==> config.mk <==
export PLATFORM = sky130hd
export DESIGN_NAME = hps_sequencer
export DESIGN_NICKNAME = d
export VERILOG_FILES = /design/src/hps_pkg.sv /design/src/hps_debounce.sv /design/src/hps_sequencer.sv
export SDC_FILE = /design/constraint.sdc
export NUM_CORES = 1
export LEC_CHECK = 0
export ABC_AREA = 1
export BUFFER_PORTS_ARGS = -buffer_cell sky130_fd_sc_hd__buf_4
export CAP_MARGIN = 20
export CORE_MARGIN = 10
export CORE_UTILIZATION = 25
export DETAILED_ROUTE_END_ITERATION = 16
export MAX_ROUTING_LAYER = met4
export PLACE_DENSITY = 0.45
export SKIP_LAST_GASP = 1
export SYNTH_ARGS = -nofsm -noshare
export SYNTH_HDL_FRONTEND = slang
export SYNTH_SLANG_ARGS = --single-unit
==> constraint.sdc <==
create_clock -name clk_sys -period 5.1 [get_ports clk_sys]
set_input_delay 1.275 -clock clk_sys [delete_from_list [all_inputs] [get_ports clk_sys]]
set_output_delay 1.275 -clock clk_sys [all_outputs]
set_load 0.005 [all_outputs]
==> src/hps_pkg.sv <==
// Package of constants for the handset power-up sequencer
package hps_pkg;
   localparam int unsigned CLK_HZ = 10_000_000;
   // Times as printed, in their own units
   localparam int unsigned DEBOUNCE_MS = 32;
   localparam int unsigned RESET_DELAY_MS = 20;
   localparam int unsigned REG_DELAY_STD_US = 125;
   localparam int unsigned REG_DELAY_OPT_MS = 10;
   localparam int unsigned HOLD_TIMEOUT_MS = 500;
   // Derived cycle counts at the system clock
   localparam int unsigned DEBOUNCE_CYC = DEBOUNCE_MS * (CLK_HZ / 1000);
   localparam int unsigned RESET_DELAY_CYC = RESET_DELAY_MS * (CLK_HZ / 1000);
   localparam int unsigned REG_DELAY_STD_CYC = REG_DELAY_STD_US * (CLK_HZ / 1_000_000);
   localparam int unsigned REG_DELAY_OPT_CYC = REG_DELAY_OPT_MS * (CLK_HZ / 1000);
   localparam int unsigned HOLD_TIMEOUT_CYC = HOLD_TIMEOUT_MS * (CLK_HZ / 1000);
   localparam int CNT_W = 24;
   // Flag comparators: thresholds in percent of target output
   localparam logic [6:0] FLAG_RISE_PCT = 7'd95;
   localparam logic [6:0] FLAG_FALL_PCT = 7'd90;
   typedef enum logic [2:0] {
      HPS_OFF = 3'b000,
      HPS_FIRST_UP = 3'b001,
      HPS_SECOND_UP = 3'b010,
      HPS_RESET_WAIT = 3'b011,
      HPS_HOLD_WAIT = 3'b100,
      HPS_RUN = 3'b101,
      HPS_DOWN_SECOND = 3'b110,
      HPS_DOWN_FIRST = 3'b111
   } hps_state_t;
endpackage : hps_pkg

==> src/hps_debounce.sv <==
// Debouncer: two-flop synchroniser and stable-level counter
`timescale 1ns/100ps
module hps_debounce #(
   parameter int unsigned STABLE_CYC = 320000
) (
   input wire logic clk_sys,
   input wire logic rst_b,
   input wire logic raw_in,
   input wire logic reset_value,
   output logic clean_out
);
   logic sync1_reg;
   logic sync2_reg;
   logic [hps_pkg::CNT_W-1:0] cnt_reg;

   always_ff @(posedge clk_sys) begin
      if (!rst_b) begin
         sync1_reg <= reset_value;
         sync2_reg <= reset_value;
      end else begin
         sync1_reg <= raw_in;
         sync2_reg <= sync1_reg;
      end
   end

   // Counter restarts whenever the level matches the accepted one
   always_ff @(posedge clk_sys) begin
      if (!rst_b) begin
         cnt_reg <= '0;
         clean_out <= reset_value;
      end else if (sync2_reg == clean_out) begin
         cnt_reg <= '0;
      end else if (cnt_reg >= hps_pkg::CNT_W'(STABLE_CYC - 1)) begin
         cnt_reg <= '0;
         clean_out <= sync2_reg;
      end else begin
         cnt_reg <= cnt_reg + 1'b1;
      end
   end
endmodule : hps_debounce

==> src/hps_sequencer.sv <==
// Handset power-up and power-down sequencer
`timescale 1ns/100ps
// Function
// - Regulator error flags stay internal; no port shows them.
// - Each flag rises when its output reaches the 95 percent threshold.
// - Each flag falls at the 90 percent threshold, giving hysteresis.
// - Key and external-power inputs are debounced 32 ms before use.
// - Host reset released 20 ms after second flag rises.
// - Second regulator disabled 20 ms after host reset goes low.
// - Second regulator enabled 125 us after first flag rises.
// - First regulator disabled one regulator delay after second flag falls.
// - Optional variant uses a 10 ms regulator delay instead.
// - Time from reset release until hold rises; window 500 ms.
// - Hold timeout clears interrupt, asserts reset, powers down; else clear interrupt. With external power, code keeps reset released and stays powered.
// - Debounced key press asserts interrupt and enables first regulator.
// - External power active keeps regulators on despite hold low.
module hps_sequencer #(
   parameter int unsigned DEBOUNCE_CYC = hps_pkg::DEBOUNCE_CYC,
   parameter int unsigned RESET_DELAY_CYC = hps_pkg::RESET_DELAY_CYC,
   parameter int unsigned REG_DELAY_OPT_CYC = hps_pkg::REG_DELAY_OPT_CYC,
   parameter int unsigned HOLD_TIMEOUT_CYC = hps_pkg::HOLD_TIMEOUT_CYC,
   parameter bit LONG_REG_DELAY = 1'b0
) (
   input wire logic clk_sys,
   input wire logic rst_b,
   input wire logic key_wake_input,
   input wire logic ext_power_detect_n,
   input wire logic host_hold_request,
   input wire logic [6:0] first_regulator_pct,
   input wire logic [6:0] second_regulator_pct,
   output logic first_regulator_en,
   output logic second_regulator_en,
   output logic host_reset_n,
   output logic host_irq_n
);
   localparam int unsigned REG_CYC = LONG_REG_DELAY ? REG_DELAY_OPT_CYC : hps_pkg::REG_DELAY_STD_CYC;

   hps_pkg::hps_state_t state_reg;
   hps_pkg::hps_state_t state_next;
   logic [hps_pkg::CNT_W-1:0] timer_reg;
   logic timer_clear;
   logic key_db;
   logic ext_db;
   logic key_db_d_reg;
   logic hold_s1_reg;
   logic hold_reg;
   logic first_flag_reg;
   logic second_flag_reg;
   logic irq_reg;

   function automatic logic flag_next(input logic cur, input logic [6:0] pct);
      if (pct >= hps_pkg::FLAG_RISE_PCT) begin
         flag_next = 1'b1;
      end else if (pct <= hps_pkg::FLAG_FALL_PCT) begin
         flag_next = 1'b0;
      end else begin
         flag_next = cur;
      end
   endfunction : flag_next

   function automatic logic timer_done(input logic [hps_pkg::CNT_W-1:0] t, input int unsigned lim);
      timer_done = (t >= hps_pkg::CNT_W'(lim - 1));
   endfunction : timer_done

   // Debounced key and external-power levels
   hps_debounce #(.STABLE_CYC(DEBOUNCE_CYC)) u_key_db (
      .clk_sys(clk_sys),
      .rst_b(rst_b),
      .raw_in(key_wake_input),
      .reset_value(1'b0),
      .clean_out(key_db)
   );
   // Active-level form of the detect: high means external power present
   hps_debounce #(.STABLE_CYC(DEBOUNCE_CYC)) u_ext_db (
      .clk_sys(clk_sys),
      .rst_b(rst_b),
      .raw_in(~ext_power_detect_n),
      .reset_value(1'b0),
      .clean_out(ext_db)
   );

   always_ff @(posedge clk_sys) begin
      if (!rst_b) begin
         hold_s1_reg <= 1'b0;
         hold_reg <= 1'b0;
         key_db_d_reg <= 1'b0;
      end else begin
         hold_s1_reg <= host_hold_request;
         hold_reg <= hold_s1_reg;
         key_db_d_reg <= key_db;
      end
   end

   // Internal error flags with hysteresis, never brought to a port
   always_ff @(posedge clk_sys) begin
      if (!rst_b) begin
         first_flag_reg <= 1'b0;
         second_flag_reg <= 1'b0;
      end else begin
         first_flag_reg <= flag_next(first_flag_reg, first_regulator_pct);
         second_flag_reg <= flag_next(second_flag_reg, second_regulator_pct);
      end
   end

   logic key_press;
   assign key_press = key_db & ~key_db_d_reg;

   always_comb begin
      state_next = state_reg;
      timer_clear = 1'b0;
      case (state_reg)
         hps_pkg::HPS_OFF: begin
            timer_clear = 1'b1;
            if (key_press || ext_db) begin
               state_next = hps_pkg::HPS_FIRST_UP;
            end
         end
         hps_pkg::HPS_FIRST_UP: begin
            timer_clear = ~first_flag_reg;
            if (first_flag_reg && timer_done(timer_reg, REG_CYC)) begin
               state_next = hps_pkg::HPS_SECOND_UP;
               timer_clear = 1'b1;
            end
         end
         hps_pkg::HPS_SECOND_UP: begin
            timer_clear = ~second_flag_reg;
            if (second_flag_reg && timer_done(timer_reg, RESET_DELAY_CYC)) begin
               state_next = hps_pkg::HPS_HOLD_WAIT;
               timer_clear = 1'b1;
            end
         end
         hps_pkg::HPS_HOLD_WAIT: begin
            if (hold_reg) begin
               state_next = hps_pkg::HPS_RUN;
            end else if (timer_done(timer_reg, HOLD_TIMEOUT_CYC)) begin
               if (ext_db) begin
                  state_next = hps_pkg::HPS_RUN;
               end else begin
                  state_next = hps_pkg::HPS_DOWN_SECOND;
                  timer_clear = 1'b1;
               end
            end
         end
         hps_pkg::HPS_RUN: begin
            timer_clear = 1'b1;
            if (!hold_reg && !ext_db) begin
               state_next = hps_pkg::HPS_DOWN_SECOND;
            end
         end
         hps_pkg::HPS_DOWN_SECOND: begin
            if (timer_done(timer_reg, RESET_DELAY_CYC)) begin
               state_next = hps_pkg::HPS_DOWN_FIRST;
               timer_clear = 1'b1;
            end
         end
         hps_pkg::HPS_DOWN_FIRST: begin
            timer_clear = second_flag_reg;
            if (!second_flag_reg && timer_done(timer_reg, REG_CYC)) begin
               state_next = hps_pkg::HPS_OFF;
            end
         end
         default: begin
            state_next = hps_pkg::HPS_OFF;
            timer_clear = 1'b1;
         end
      endcase
   end

   always_ff @(posedge clk_sys) begin
      if (!rst_b) begin
         state_reg <= hps_pkg::HPS_OFF;
      end else begin
         state_reg <= state_next;
      end
   end

   // Shared timer, restarted on each state change or lost condition
   always_ff @(posedge clk_sys) begin
      if (!rst_b) begin
         timer_reg <= '0;
      end else if (timer_clear || state_next != state_reg) begin
         timer_reg <= '0;
      end else if (timer_reg != '1) begin
         timer_reg <= timer_reg + 1'b1;
      end
   end

   // Interrupt: set on a debounced key press, cleared at end of hold wait
   always_ff @(posedge clk_sys) begin
      if (!rst_b) begin
         irq_reg <= 1'b0;
      end else if (key_press) begin
         irq_reg <= 1'b1;
      end else if (state_reg == hps_pkg::HPS_HOLD_WAIT && state_next != hps_pkg::HPS_HOLD_WAIT) begin
         irq_reg <= 1'b0;
      end
   end

   always_ff @(posedge clk_sys) begin
      if (!rst_b) begin
         first_regulator_en <= 1'b0;
         second_regulator_en <= 1'b0;
         host_reset_n <= 1'b0;
         host_irq_n <= 1'b1;
      end else begin
         first_regulator_en <= (state_next != hps_pkg::HPS_OFF);
         second_regulator_en <= (state_next == hps_pkg::HPS_SECOND_UP) || (state_next == hps_pkg::HPS_HOLD_WAIT)
            || (state_next == hps_pkg::HPS_RUN) || (state_next == hps_pkg::HPS_DOWN_SECOND);
         host_reset_n <= (state_next == hps_pkg::HPS_HOLD_WAIT) || (state_next == hps_pkg::HPS_RUN);
         host_irq_n <= ~irq_reg;
      end
   end
endmodule : hps_sequencer

# Word-level counts from Yosys, hierarchy flattened
# Index checks and enable logic that the tools add are counted.
totals:
  word_cells: 103
  inputBits: 19
  ff_bits: 91
classes:
  mux: 23
  n_reduce_logical: 24
  bitwise_logic: 9
  addsub: 3
  n_eq_ne: 15
  magnitude_cmp: 9
ops:
  columns: ["cell", "n"]
  rows:
  - ["adder 24 x 1 -> 24 bit, second input constant", 3]
  - ["greater-or-equal comparator 24 x 19 -> 1 bit, second input constant", 2]
  - ["greater-or-equal comparator 24 x 11 -> 1 bit, second input constant", 1]
  - ["greater-or-equal comparator 24 x 18 -> 1 bit, second input constant", 1]
  - ["greater-or-equal comparator 24 x 23 -> 1 bit, second input constant", 1]
  - ["two-way mux 3 bit", 8]
  - ["inequality test 24 bit, second input constant", 1]
  - ["equality test 3 bit, second input constant", 7]
  - ["one-hot mux 3 bit (7 select lines)", 1]
  - ["greater-or-equal comparator 7 bit, second input constant", 2]
  - ["less-or-equal comparator 7 bit, second input constant", 2]
  - ["two-way mux 1 bit", 12]
  - ["inverter 1 bit", 8]
  - ["equality test 3 x 2 -> 1 bit, second input constant", 2]
  - ["logical OR 1 bit", 6]
  - ["nonzero test 2 bit", 3]
  - ["OR reduction 3 bit", 2]
  - ["logical AND 1 bit", 5]
  - ["one-hot mux 1 bit (5 select lines)", 1]
  - ["AND reduction 2 bit", 2]
  - ["equality test 3 x 1 -> 1 bit, second input constant", 1]
  - ["logical NOT 1 bit", 3]
  - ["logical NOT 3 bit", 1]
  - ["inequality test 3 bit", 1]
  - ["other kinds (6)", 7]

# Depth between registers and ports, before layout
# Gate-level depths: netlist (run 1).
depth:
  ltp_word: 9
  mapped_depth: 15
  ltp_nobuf: 15

# Modules after synthesis
# From an unflattened synthesis (run 1), not the netlist that was laid out.
unflattened:
  hier_cells: 682
  area_unflattened_um2: 4814.6
by_module_without_submodules:
  columns: ["module", "cells_each", "n_inst", "area_each_um2"]
  rows:
  - ["hps_debounce", 166, 2, 1292.5]
  - ["hps_sequencer", 350, 1, 2229.6]

# Worst setup path before layout (run 1)
# Ideal clock, no wire load.
synth_path:
  path_kind: "input to register"
  from: "input port rst_b"
  to: "register u_key_db.cnt_reg[0] (netlist name)"
  stages: 5
  setup_time_ns: 0.064
  n_path_buf: 1
  arrival_time_ns: 1.939
  setup_slack_ns: 3.097
  required_time_ns: 5.036
  cell_sequence: "inv_1 > a21oi_1 > o211ai_2 > buf_2 > nor2_1"
synth_between:
  elab_chain_cells: 2
synth_lines:
  columns: ["element", "line", "rtl"]
  rows:
  - ["from (decl)", "hps_sequencer.sv:25", "input wire logic rst_b,"]
  - ["inverter 1 bit (no source line)", null, null]
  - ["OR reduction 3 bit (no source line)", null, null]
  - ["to (signal assigned)", "hps_debounce.sv:37", "cnt_reg <= cnt_reg + 1'b1;"]
  - ["to (decl)", "hps_debounce.sv:14", "logic [hps_pkg::CNT_W-1:0] cnt_reg;"]
# Every way passes these cells.
# A chain may end at the register's enable or synchronous reset.

# Worst setup path after layout (run 1)
layout_path:
  from: "register timer_reg[0] (netlist name)"
  to: "register timer_reg[17] (netlist name)"
layout_between:
  elab_chain_cells: 7
  elab_cells_between_ends: 24
layout_lines:
  columns: ["element", "line", "rtl"]
  rows:
  - ["from (decl)", "hps_sequencer.sv:40", "logic [hps_pkg::CNT_W-1:0] timer_reg;"]
  - ["from (signal assigned)", "hps_sequencer.sv:184", "timer_reg <= timer_reg + 1'b1;"]
  - ["greater-or-equal comparator 24 x 23 -> 1 bit, or another cell as far along", "hps_sequencer.sv:62", "timer_done = (t >= hps_pkg::CNT_W'(lim - 1));"]
  - ["two-way mux 3 bit, or another cell as far along", "hps_sequencer.sv:135", "end else if (timer_done(timer_reg, HOLD_TIMEOUT_CYC)) begin"]
  - ["two-way mux 3 bit, on equally long branches", null, null]
  - ["one-hot mux 3 bit (7 select lines)", "hps_sequencer.sv:111", "case (state_reg)"]
  - ["inequality test 3 bit", "hps_sequencer.sv:181", "end else if (timer_clear || state_next != state_reg) begin"]
  - ["logical OR 1 bit", "hps_sequencer.sv:181", null]
  - ["OR reduction 2 bit (no source line)", null, null]
# Parallel ways exist; a longest one is shown, timed or not.

==> impl_metrics.ini, run 1 <==
[synthesis]
ys_ff_latch = 91
ys_warn_count = 0
synthCells = 613
synthesis.area_um2 = 4450
avgSynthCellArea_um2 = 7.25
seq_area_frac_synth = 0.410
synth.distinct_cells = 44

[hold_path]
min_to = host_irq_n
hold_path.startpoint = irq_reg
worstHoldPathCells = 1
holdCritPathClass = register to register

[setup_path]
r2r_start = timer_reg[0]
start_kind = register
arrival_ns = 2.44
critPathMaxFanout = 22
reg2reg_to = timer_reg[17]
required_ns = 5.32
path_class = register to register
startpoint = timer_reg[0]
end_kind = register
ff2ff_path_depth = 12
rrSetupSlack_ns = 2.87

[pwr]
p_sw_frac = 0.238
vdd_drop_max_mv = 0.155
share_seq_of_total_power = 0.512
power.switching_mw = 0.338
p_int_mw = 1.08
p_comb_frac = 0.037
powerDensity_nw_per_um2 = 275
leakage_nw = 2.06
p_clk_frac = 0.451

[global_routing]
track_usage = 0.0843
grt_pass1_vias = 3625
grt_overflow_total = 0
grt_max_degree = 23
grt_pass1_wl_um = 16300
antenna_found_initial = 0

[clock_tree]
cts-buffers-inserted = 9
post_cts_resized = 0
clkTransAtPathRegs_ns = 0.07
post_cts.repair.setup_buffers = 0
htree_levels = 3
clk_latency_ns = 0.34
clk_path_buf_depth = 2
cts_sinks = 91
cts_tree = yes
ctsHoldBuffers = 0
cts_root_buf = clkbuf_16

[cells_and_area]
multi_input_area_um2 = 2260
fillerInstances = 1861
drive_gt1_frac = 0.140
synthToLayoutAreaGrowth_pct = 16.2
layout_commonest_cell = nand2_1
antennaDiodeCount = 0
layout_common_cells = nand2_1 (114), nor2_1 (93), dfxtp_1 (91)
fin_cells = 880
fin_nets = 674
seq_area_um2 = 1820

[route]
wl_met2_um = 4260
wl_met1_um = 4780
wl_per_cell_um = 10.8
routed.top_layer = met4
viasPerCell = 4.25
ant_nets = 0
first_iter_violations = 185
wl_um = 9460
drc = 0
vias = 3738
firstDrtPassIters = 4
wl_met3_um = 284

[timing]
tightest_slew_ns = 0.826
finalSetupViolations = 0
fin_crit_sh = 0.437
setup_tns_ns = 0
slew_headroom = 0.448
finClkSkew_ns = 0.0102
fmax_ghz = 0.449
final_max_slew_viol_count = 0
rsz0062_at_grt = false
hold_viol = 0
finalCriticalPeriod_ns = 2.23

[place]
dp.cells = 864
portBuffers = 22
gp_congestion = 0.804
hpwl_um = 7300

[floorplan]
dieWidth_um = 153
coreArea_um2 = 17400
die_y_um = 153
initial_core_util = 0.256
dieArea_um2 = 23500
io_pins = 23
num_rows = 48

[status]
outcome = complete, no violations

[job]
cap_violations = 0
## critical path, stage by stage (launching register included)
cell and delay [ns]:
dfxtp_1 0.41, ha_1 0.25, nand3_2 0.13, o21ai_1 0.24
nand3_1 0.18, nand3_1 0.12, nand2_1 0.07, nand2_1 0.06
nand2_1 0.05, nand2_1 0.15, nand2_2 0.08, nand2_4 0.28
nor3_1 0.08
## cell usage after synthesis (all sizes together)
library cell  instances  area share
clkinv                2      0.0020
a31oi                 6       0.012
buf                   5      0.0098
or2                   3      0.0042
a21o                  1      0.0017
inv                  92       0.078
dfxtp                91        0.41
nor3                 29       0.039
nor4                  7      0.0098
nor2                112        0.11
a211oi                3      0.0051
nor3b                 2      0.0034
a21boi                1      0.0017
xor2                 24       0.047
a2bb2oi               1      0.0020
a311oi                1      0.0020
clkbuf                1     0.00084
o211ai                2      0.0045
nand4                14       0.023
nand3                41       0.052
or4                   1      0.0017
xnor2                 5      0.0098
conb                  1     0.00084
ha                    5       0.014
a21oi                26       0.034
nand2               120        0.11
a41oi                 2      0.0039
o21ai                15       0.017
## metrics by stage
stage | setup slack [ns] | hold WS [ns] | instance area [um^2] | power, mW | utilization
floorplan | 3.10 | 0.363 | 4480 | 0.777 | -
global placement | 2.60 | 0.380 | 4880 | 0.797 | 0.281
detailed placement | 2.52 | 0.382 | 4880 | 0.797 | 0.281
CTS | 2.84 | 0.399 | 5170 | 1.45 | 0.298
global route | 2.65 | 0.415 | 5170 | 1.49 | 0.298
finish | 2.87 | 0.395 | 5170 | 1.42 | 0.298
## cell type report
type                    count  area share
multi-input cells         432       0.438
clock inverters             7      0.0111
clock buffers               9      0.0436
flip-flops and latches     91       0.353
well taps                 225      0.0545
repair buffers             22      0.0320
inverters                  94      0.0685
## metal layers
layer | GRT usage | up-vias
met2 | 0.132 | 41
met4 | 0.0342 | 0
li1 | - | 2022
met5 | - | -
met3 | 0.0227 | 13
met1 | 0.101 | 1662
## power groups by stage
| stage | combinational, mW | sequential [mW] | clock, mW |
|---|---|---|---|
| 4_1_cts | 0.0538 | 0.727 | 0.668 |
| 3_5_place_dp | 0.0537 | 0.743 | 0 |
| 5_1_grt | 0.0614 | 0.728 | 0.696 |
| 3_3_place_gp | 0.0533 | 0.743 | 0 |
| 6_report | 0.0530 | 0.727 | 0.641 |
| 2_1_floorplan | 0.0345 | 0.742 | 0 |
## worst max path at each step
stage,endpoint,cells past startpoint
after floorplan,u_key_db.cnt_reg[0],5
after global placement,u_key_db.cnt_reg[16],5
after detailed placement,u_key_db.cnt_reg[16],5
after CTS,timer_reg[17],12
after global routing,timer_reg[17],12
final,timer_reg[17],12
## kinds of logic (layout without fill, tap and decap cells)
kind of cell    after synthesis  after routing  synth area share
simple gates                329            329             0.344
fa+ha+maj                     5              5            0.0141
xor+xnor                     29             29            0.0571
compound gates               58             58            0.0839
other cells                   1             11          0.000843
buf+inv                     100            132            0.0903
flops                        91             91             0.410
Note: power is estimated with default switching activity, not from simulation.
==> run 2: changes to the inputs <==
==> constraint.sdc (replaced) <==
create_clock -name clk_sys -period 2.1 [get_ports clk_sys]
set_input_delay 0.525 -clock clk_sys [delete_from_list [all_inputs] [get_ports clk_sys]]
set_output_delay 0.525 -clock clk_sys [all_outputs]
set_load 0.005 [all_outputs]
==> run 2 against run 1 <==
Against the previous run:
- global-route usage rose by 0.31 points
- worst setup slack got worse by 2.7 ns
- maximum frequency rose by 15%
- combinational power rose to 2.7 times the previous value
- critical path type unchanged
==> impl_metrics.ini, run 2 (synthesized netlist as in run 1, its figures left out) <==
[hold_path]
worstHoldPathCells = 2
holdCritPathClass = input pin to register

[setup_path]
ff2ff_path_depth = 14
path_class = register to register
endpoint = timer_reg[17]
startpoint = timer_reg[0]
path_delay_family = simple AND/OR/NAND/NOR gates
critPathMostFrequentCell = nand2_1
r2r_start = timer_reg[0]
start_kind = register
worst-path-buf-inv = 2
end_kind = register
required_ns = 2.36
max_stage_delay_ns = 0.38
arrival_ns = 2.20
slowest_stage = dfxtp_2
rrSetupSlack_ns = 0.16
cp_cell_sequence = inv_1 -> ha_1 -> nand3_1 -> nand2_1 -> nand3_2 -> nand2_1 -> nand2_1 -> nand3_1 -> nor2_2 -> nand2_1 -> nand2_2 -> nand2_4 -> buf_12 -> nor3_1
critPathMaxFanout = 6
crit_cells = 14
reg2reg_to = timer_reg[17]

[floorplan]
io_pins = 23
initial_core_util = 0.256
die_y_um = 153
dieWidth_um = 153
coreArea_um2 = 17400
dieArea_um2 = 23500
num_rows = 48

[pwr]
power.switching_mw = 0.826
vdd_drop_max_mv = 0.361
p_int_mw = 2.88
share_seq_of_total_power = 0.476
power_mw = 3.70
p_comb_frac = 0.039
p_sw_frac = 0.223
powerDensity_nw_per_um2 = 682
p_clk_frac = 0.485
leakage_nw = 2.21

[timing]
hold-worst-slack_ns = 0.335
fin_crit_sh = 0.923
finClkSkew_ns = 0.00751
finalCriticalPeriod_ns = 1.94
finalSetupViolations = 0
tightest_slew_ns = 0.512
setup_tns_ns = 0
rsz0062_at_grt = true
hold_viol = 0
fmax_ghz = 0.516
final_max_slew_viol_count = 0
slew_headroom = 0.656

[global_routing]
grt_pass1_wl_um = 16900
track_usage = 0.0874
grt_util_met1 = 0.108
grt_busiest_layer = met2
met3_usage = 0.0205
use_met2 = 0.129
grt_pass1_vias = 3739
antenna_found_initial = 0
grt_max_degree = 20
grt_overflow_total = 0

[clock_tree]
clkTransAtPathRegs_ns = 0.07
cts_root_buf = clkbuf_16
clk_latency_ns = 0.35
htree_levels = 3
cts_sinks = 91
cts-buffers-inserted = 9
cts_tree = yes
clk_path_buf_depth = 2

[route]
vias = 3822
viasPerCell = 4.27
wl_per_cell_um = 10.9
first_iter_violations = 184
wl_um = 9730
ant_nets = 0
drc = 0
firstDrtPassIters = 5

[place]
hpwl_um = 7510
place_area_um2 = 5030
portBuffers = 22
gp_congestion = 0.854

[cells_and_area]
synthToLayoutAreaGrowth_pct = 22.1
fin_nets = 690
antennaDiodeCount = 0
drive_gt1_frac = 0.180
layout_common_cells = nand2_1 (113), nor2_1 (92), dfxtp_1 (86)
finalInstanceArea_um2 = 5430
fin_util = 0.313
layout_commonest_cell = nand2_1

[job]
cap_violations = 0

[status]
outcome = complete, no violations
## run 2: cell count changes in the layout (fill, tap and decap cells not counted), sizes merged
cell      previous run  this run
buf                 22        38
bufinv               0         2
clkinvlp             2         1
inv                 96        95
## run 2: worst min path at each step
stage                             startpoint            endpoint
after floorplan                      irq_reg          host_irq_n
after global placement               irq_reg          host_irq_n
after detailed placement             irq_reg          host_irq_n
after CTS                 ext_power_detect_n  u_ext_db.sync1_reg
after global routing      ext_power_detect_n  u_ext_db.sync1_reg
final                     ext_power_detect_n  u_ext_db.sync1_reg
## run 2: final cells by class
cell class	instances	area, um^2
inverters	94	357
repair buffers	38	335
multi-input cells	432	2300
well taps	225	282
flip-flops and latches	91	1830
clock inverters	7	105
fillers	1857	11900
clock buffers	9	225
## run 2: timing repair
action	4_1_cts	5_1_grt
hold buffers	0	0
buffers inserted	0	3
endpoints found under the setup margin	0	43
resized for setup	0	16
## run 2: metal layers
metal  part of all wire  wire length [um]
met3              0.033               321
met5                  0                 0
met1               0.52              5050
met4              0.026               257
met2               0.42              4100
## run 2: power groups by stage
stage               Combinational (mW)  Clock, mW  Sequential [mW]
CTS                              0.145       1.86             1.77
finish                           0.144       1.80             1.76
floorplan                       0.0838          0             1.80
global placement                 0.143          0             1.81
global route                     0.164       1.92             1.77
detailed placement               0.145          0             1.81
## run 2: metrics by stage
| step | instances | setup slack (ns) |
|---|---|---|
| floorplan | 623 | 0.295 |
| global placement | 877 | 0.141 |
| detailed placement | 877 | 0.0859 |
| CTS | 893 | 0.0623 |
| global route | 896 | -0.0248 |
| finish | 896 | 0.162 |
==> run 3: changes to the inputs <==
--- a/config.mk
+++ b/config.mk
@@ -9,10 +9,10 @@
 export BUFFER_PORTS_ARGS = -buffer_cell sky130_fd_sc_hd__buf_4
 export CAP_MARGIN = 20
 export CORE_MARGIN = 10
-export CORE_UTILIZATION = 25
+export CORE_UTILIZATION = 45
 export DETAILED_ROUTE_END_ITERATION = 16
 export MAX_ROUTING_LAYER = met4
-export PLACE_DENSITY = 0.45
+export PLACE_DENSITY = 0.68
 export SKIP_LAST_GASP = 1
 export SYNTH_ARGS = -nofsm -noshare
 export SYNTH_HDL_FRONTEND = slang
==> run 3 against run 2 <==
Against the previous run:
- cell area down 4.8%
- critical path depth down 2
- core utilization up 22 points
- die area down 39%
- sequential power about the same
==> impl_metrics.ini, run 3 (synthesized netlist as in run 1, its figures left out) <==
[status]
outcome = complete, no violations

[timing]
fin_ws_ns = 0.158
finClkSkew_ns = 0.00884
fmax_ghz = 0.515
tightest_slew_ns = 0.511
finalCriticalPeriod_ns = 1.94
finalSetupViolations = 0
rsz0062_at_grt = true
fin_crit_sh = 0.925
hold_viol = 0
slew_headroom = 0.656
hold-worst-slack_ns = 0.309
final_max_slew_viol_count = 0

[clock_tree]
cts-buffers-inserted = 9
clk_latency_ns = 0.36
ctsHoldBuffers = 0
cts_tree = yes
cts_sinks = 91
clk_path_buf_depth = 2
clkTransAtPathRegs_ns = 0.09
htree_levels = 3
cts_root_buf = clkbuf_8

[place]
dp.cells = 780
gp_congestion = 0.942
portBuffers = 22
dp_slack_ns = -0.0122
hpwl_um = 6850

[floorplan]
dieArea_um2 = 14300
num_rows = 36
initial_core_util = 0.459
die_y_um = 119
dieWidth_um = 119
coreArea_um2 = 9680
io_pins = 23

[global_routing]
grt_overflow_total = 0
grt_pass1_wl_um = 15700
track_usage = 0.133
grt_max_degree = 23
antenna_found_initial = 0
grt_pass1_vias = 3645

[setup_path]
required_ns = 2.35
end_kind = register
startpoint = timer_reg[0]
start_kind = register
ff2ff_path_depth = 12
reg2reg_to = timer_reg[2]
arrival_ns = 2.20
r2r_start = timer_reg[0]
rrSetupSlack_ns = 0.16
path_class = register to register
endpoint = timer_reg[2]
critPathMaxFanout = 11

[cells_and_area]
layout_common_cells = nand2_1 (112), nor2_1 (91), dfxtp_1 (88)
multi_input_area_um2 = 2350
layout_commonest_cell = nand2_1
fin_cells = 798
synthToLayoutAreaGrowth_pct = 16.2
drive_gt1_frac = 0.174
seq_area_um2 = 1830
fillerInstances = 924
antennaDiodeCount = 0
fin_nets = 684

[route]
ant_nets = 0
first_iter_violations = 150
firstDrtPassIters = 4
vias = 3870
viasPerCell = 4.85
wl_per_cell_um = 11.6
drc = 0
wl_um = 9250

[pwr]
powerDensity_nw_per_um2 = 628
leakage_nw = 2.11
vdd_drop_max_mv = 0.409

[job]
cap_violations = 0

[hold_path]
holdCritPathClass = input pin to register
-- run 3: cell types whose count changed in the layout (fill, tap and decap cells not counted), moves of 2 or more --
| cell | previous run | this run |
|---|---|---|
| buf_12 | 4 | 1 |
| buf_4 | 34 | 30 |
| clkbuf_16 | 9 | 0 |
| clkbuf_8 | 0 | 9 |
| dfxtp_1 | 86 | 88 |
| nand2_8 | 0 | 2 |
-- run 3: repair_timing --
item,in CTS,in global routing
cloned,0,1
pin swaps,0,7
setup endpoints to repair,15,45
buffers inserted,0,1
hold endpoints to repair,0,0
gates resized for setup,1,22
-- run 3: routing by layer --
| layer | global-route usage | vias up | routed length [um] |
|---|---|---|---|
| met5 | - | - | 0 |
| met2 | 0.211 | 49 | 4460 |
| met4 | 0.0618 | 0 | 110 |
| li1 | - | 2032 | - |
| met3 | 0.0184 | 11 | 241 |
| met1 | 0.163 | 1778 | 4440 |
-- run 3: worst min-delay path by stage --
stage	depth (start not counted)	from	slack [ns]	endpoint
after global placement	1	irq_reg	0.37	host_irq_n
after CTS	2	ext_power_detect_n	0.29	u_ext_db.sync1_reg
after global routing	2	ext_power_detect_n	0.30	u_ext_db.sync1_reg
after detailed placement	1	irq_reg	0.37	host_irq_n
final	2	ext_power_detect_n	0.31	u_ext_db.sync1_reg
after floorplan	1	irq_reg	0.36	host_irq_n
-- run 3: stage by stage --
step	instance area, um^2	TNS (ns)	util	total power [mW]
2_1_floorplan	4480	0	-	1.89
3_3_place_gp	4840	0	0.500	1.93
3_5_place_dp	4840	-0.0256	0.500	1.94
4_1_cts	5070	0	0.524	3.27
5_1_grt	5170	-0.279	0.534	3.38
6_report	5170	0	0.534	3.25
-- run 3: area by class of cell --
| class | instances | share of cell area |
|---|---|---|
| clock buffer | 10 | 0.0247 |
| clock inverter | 6 | 0.0186 |
| inverter | 94 | 0.0695 |
| multi-input combinational | 433 | 0.454 |
| sequential | 91 | 0.353 |
| tap | 133 | 0.0322 |
| timing repair buffer | 31 | 0.0474 |
-- run 3: where the power goes --
| part | leakage, nW | internal, mW | switching, mW |
|---|---|---|---|
| sequential | 0.741 | 1.75 | 0.0146 |
| combinational | 1.26 | 0.0606 | 0.0868 |
| clock | 0.109 | 0.686 | 0.648 |
-- run 3: critical path, cell delays in order (launching register included) --
cell and delay (ns):
dfxtp_2 0.39, ha_2 0.23, nand3_2 0.12, o21ai_2 0.17, nand3_1 0.15, nand3_1 0.12, nand2_1 0.06, nand2_1 0.06
nand2_1 0.05, nand2_1 0.15, nand2_4 0.13, nand2_8 0.16, a21oi_2 0.04
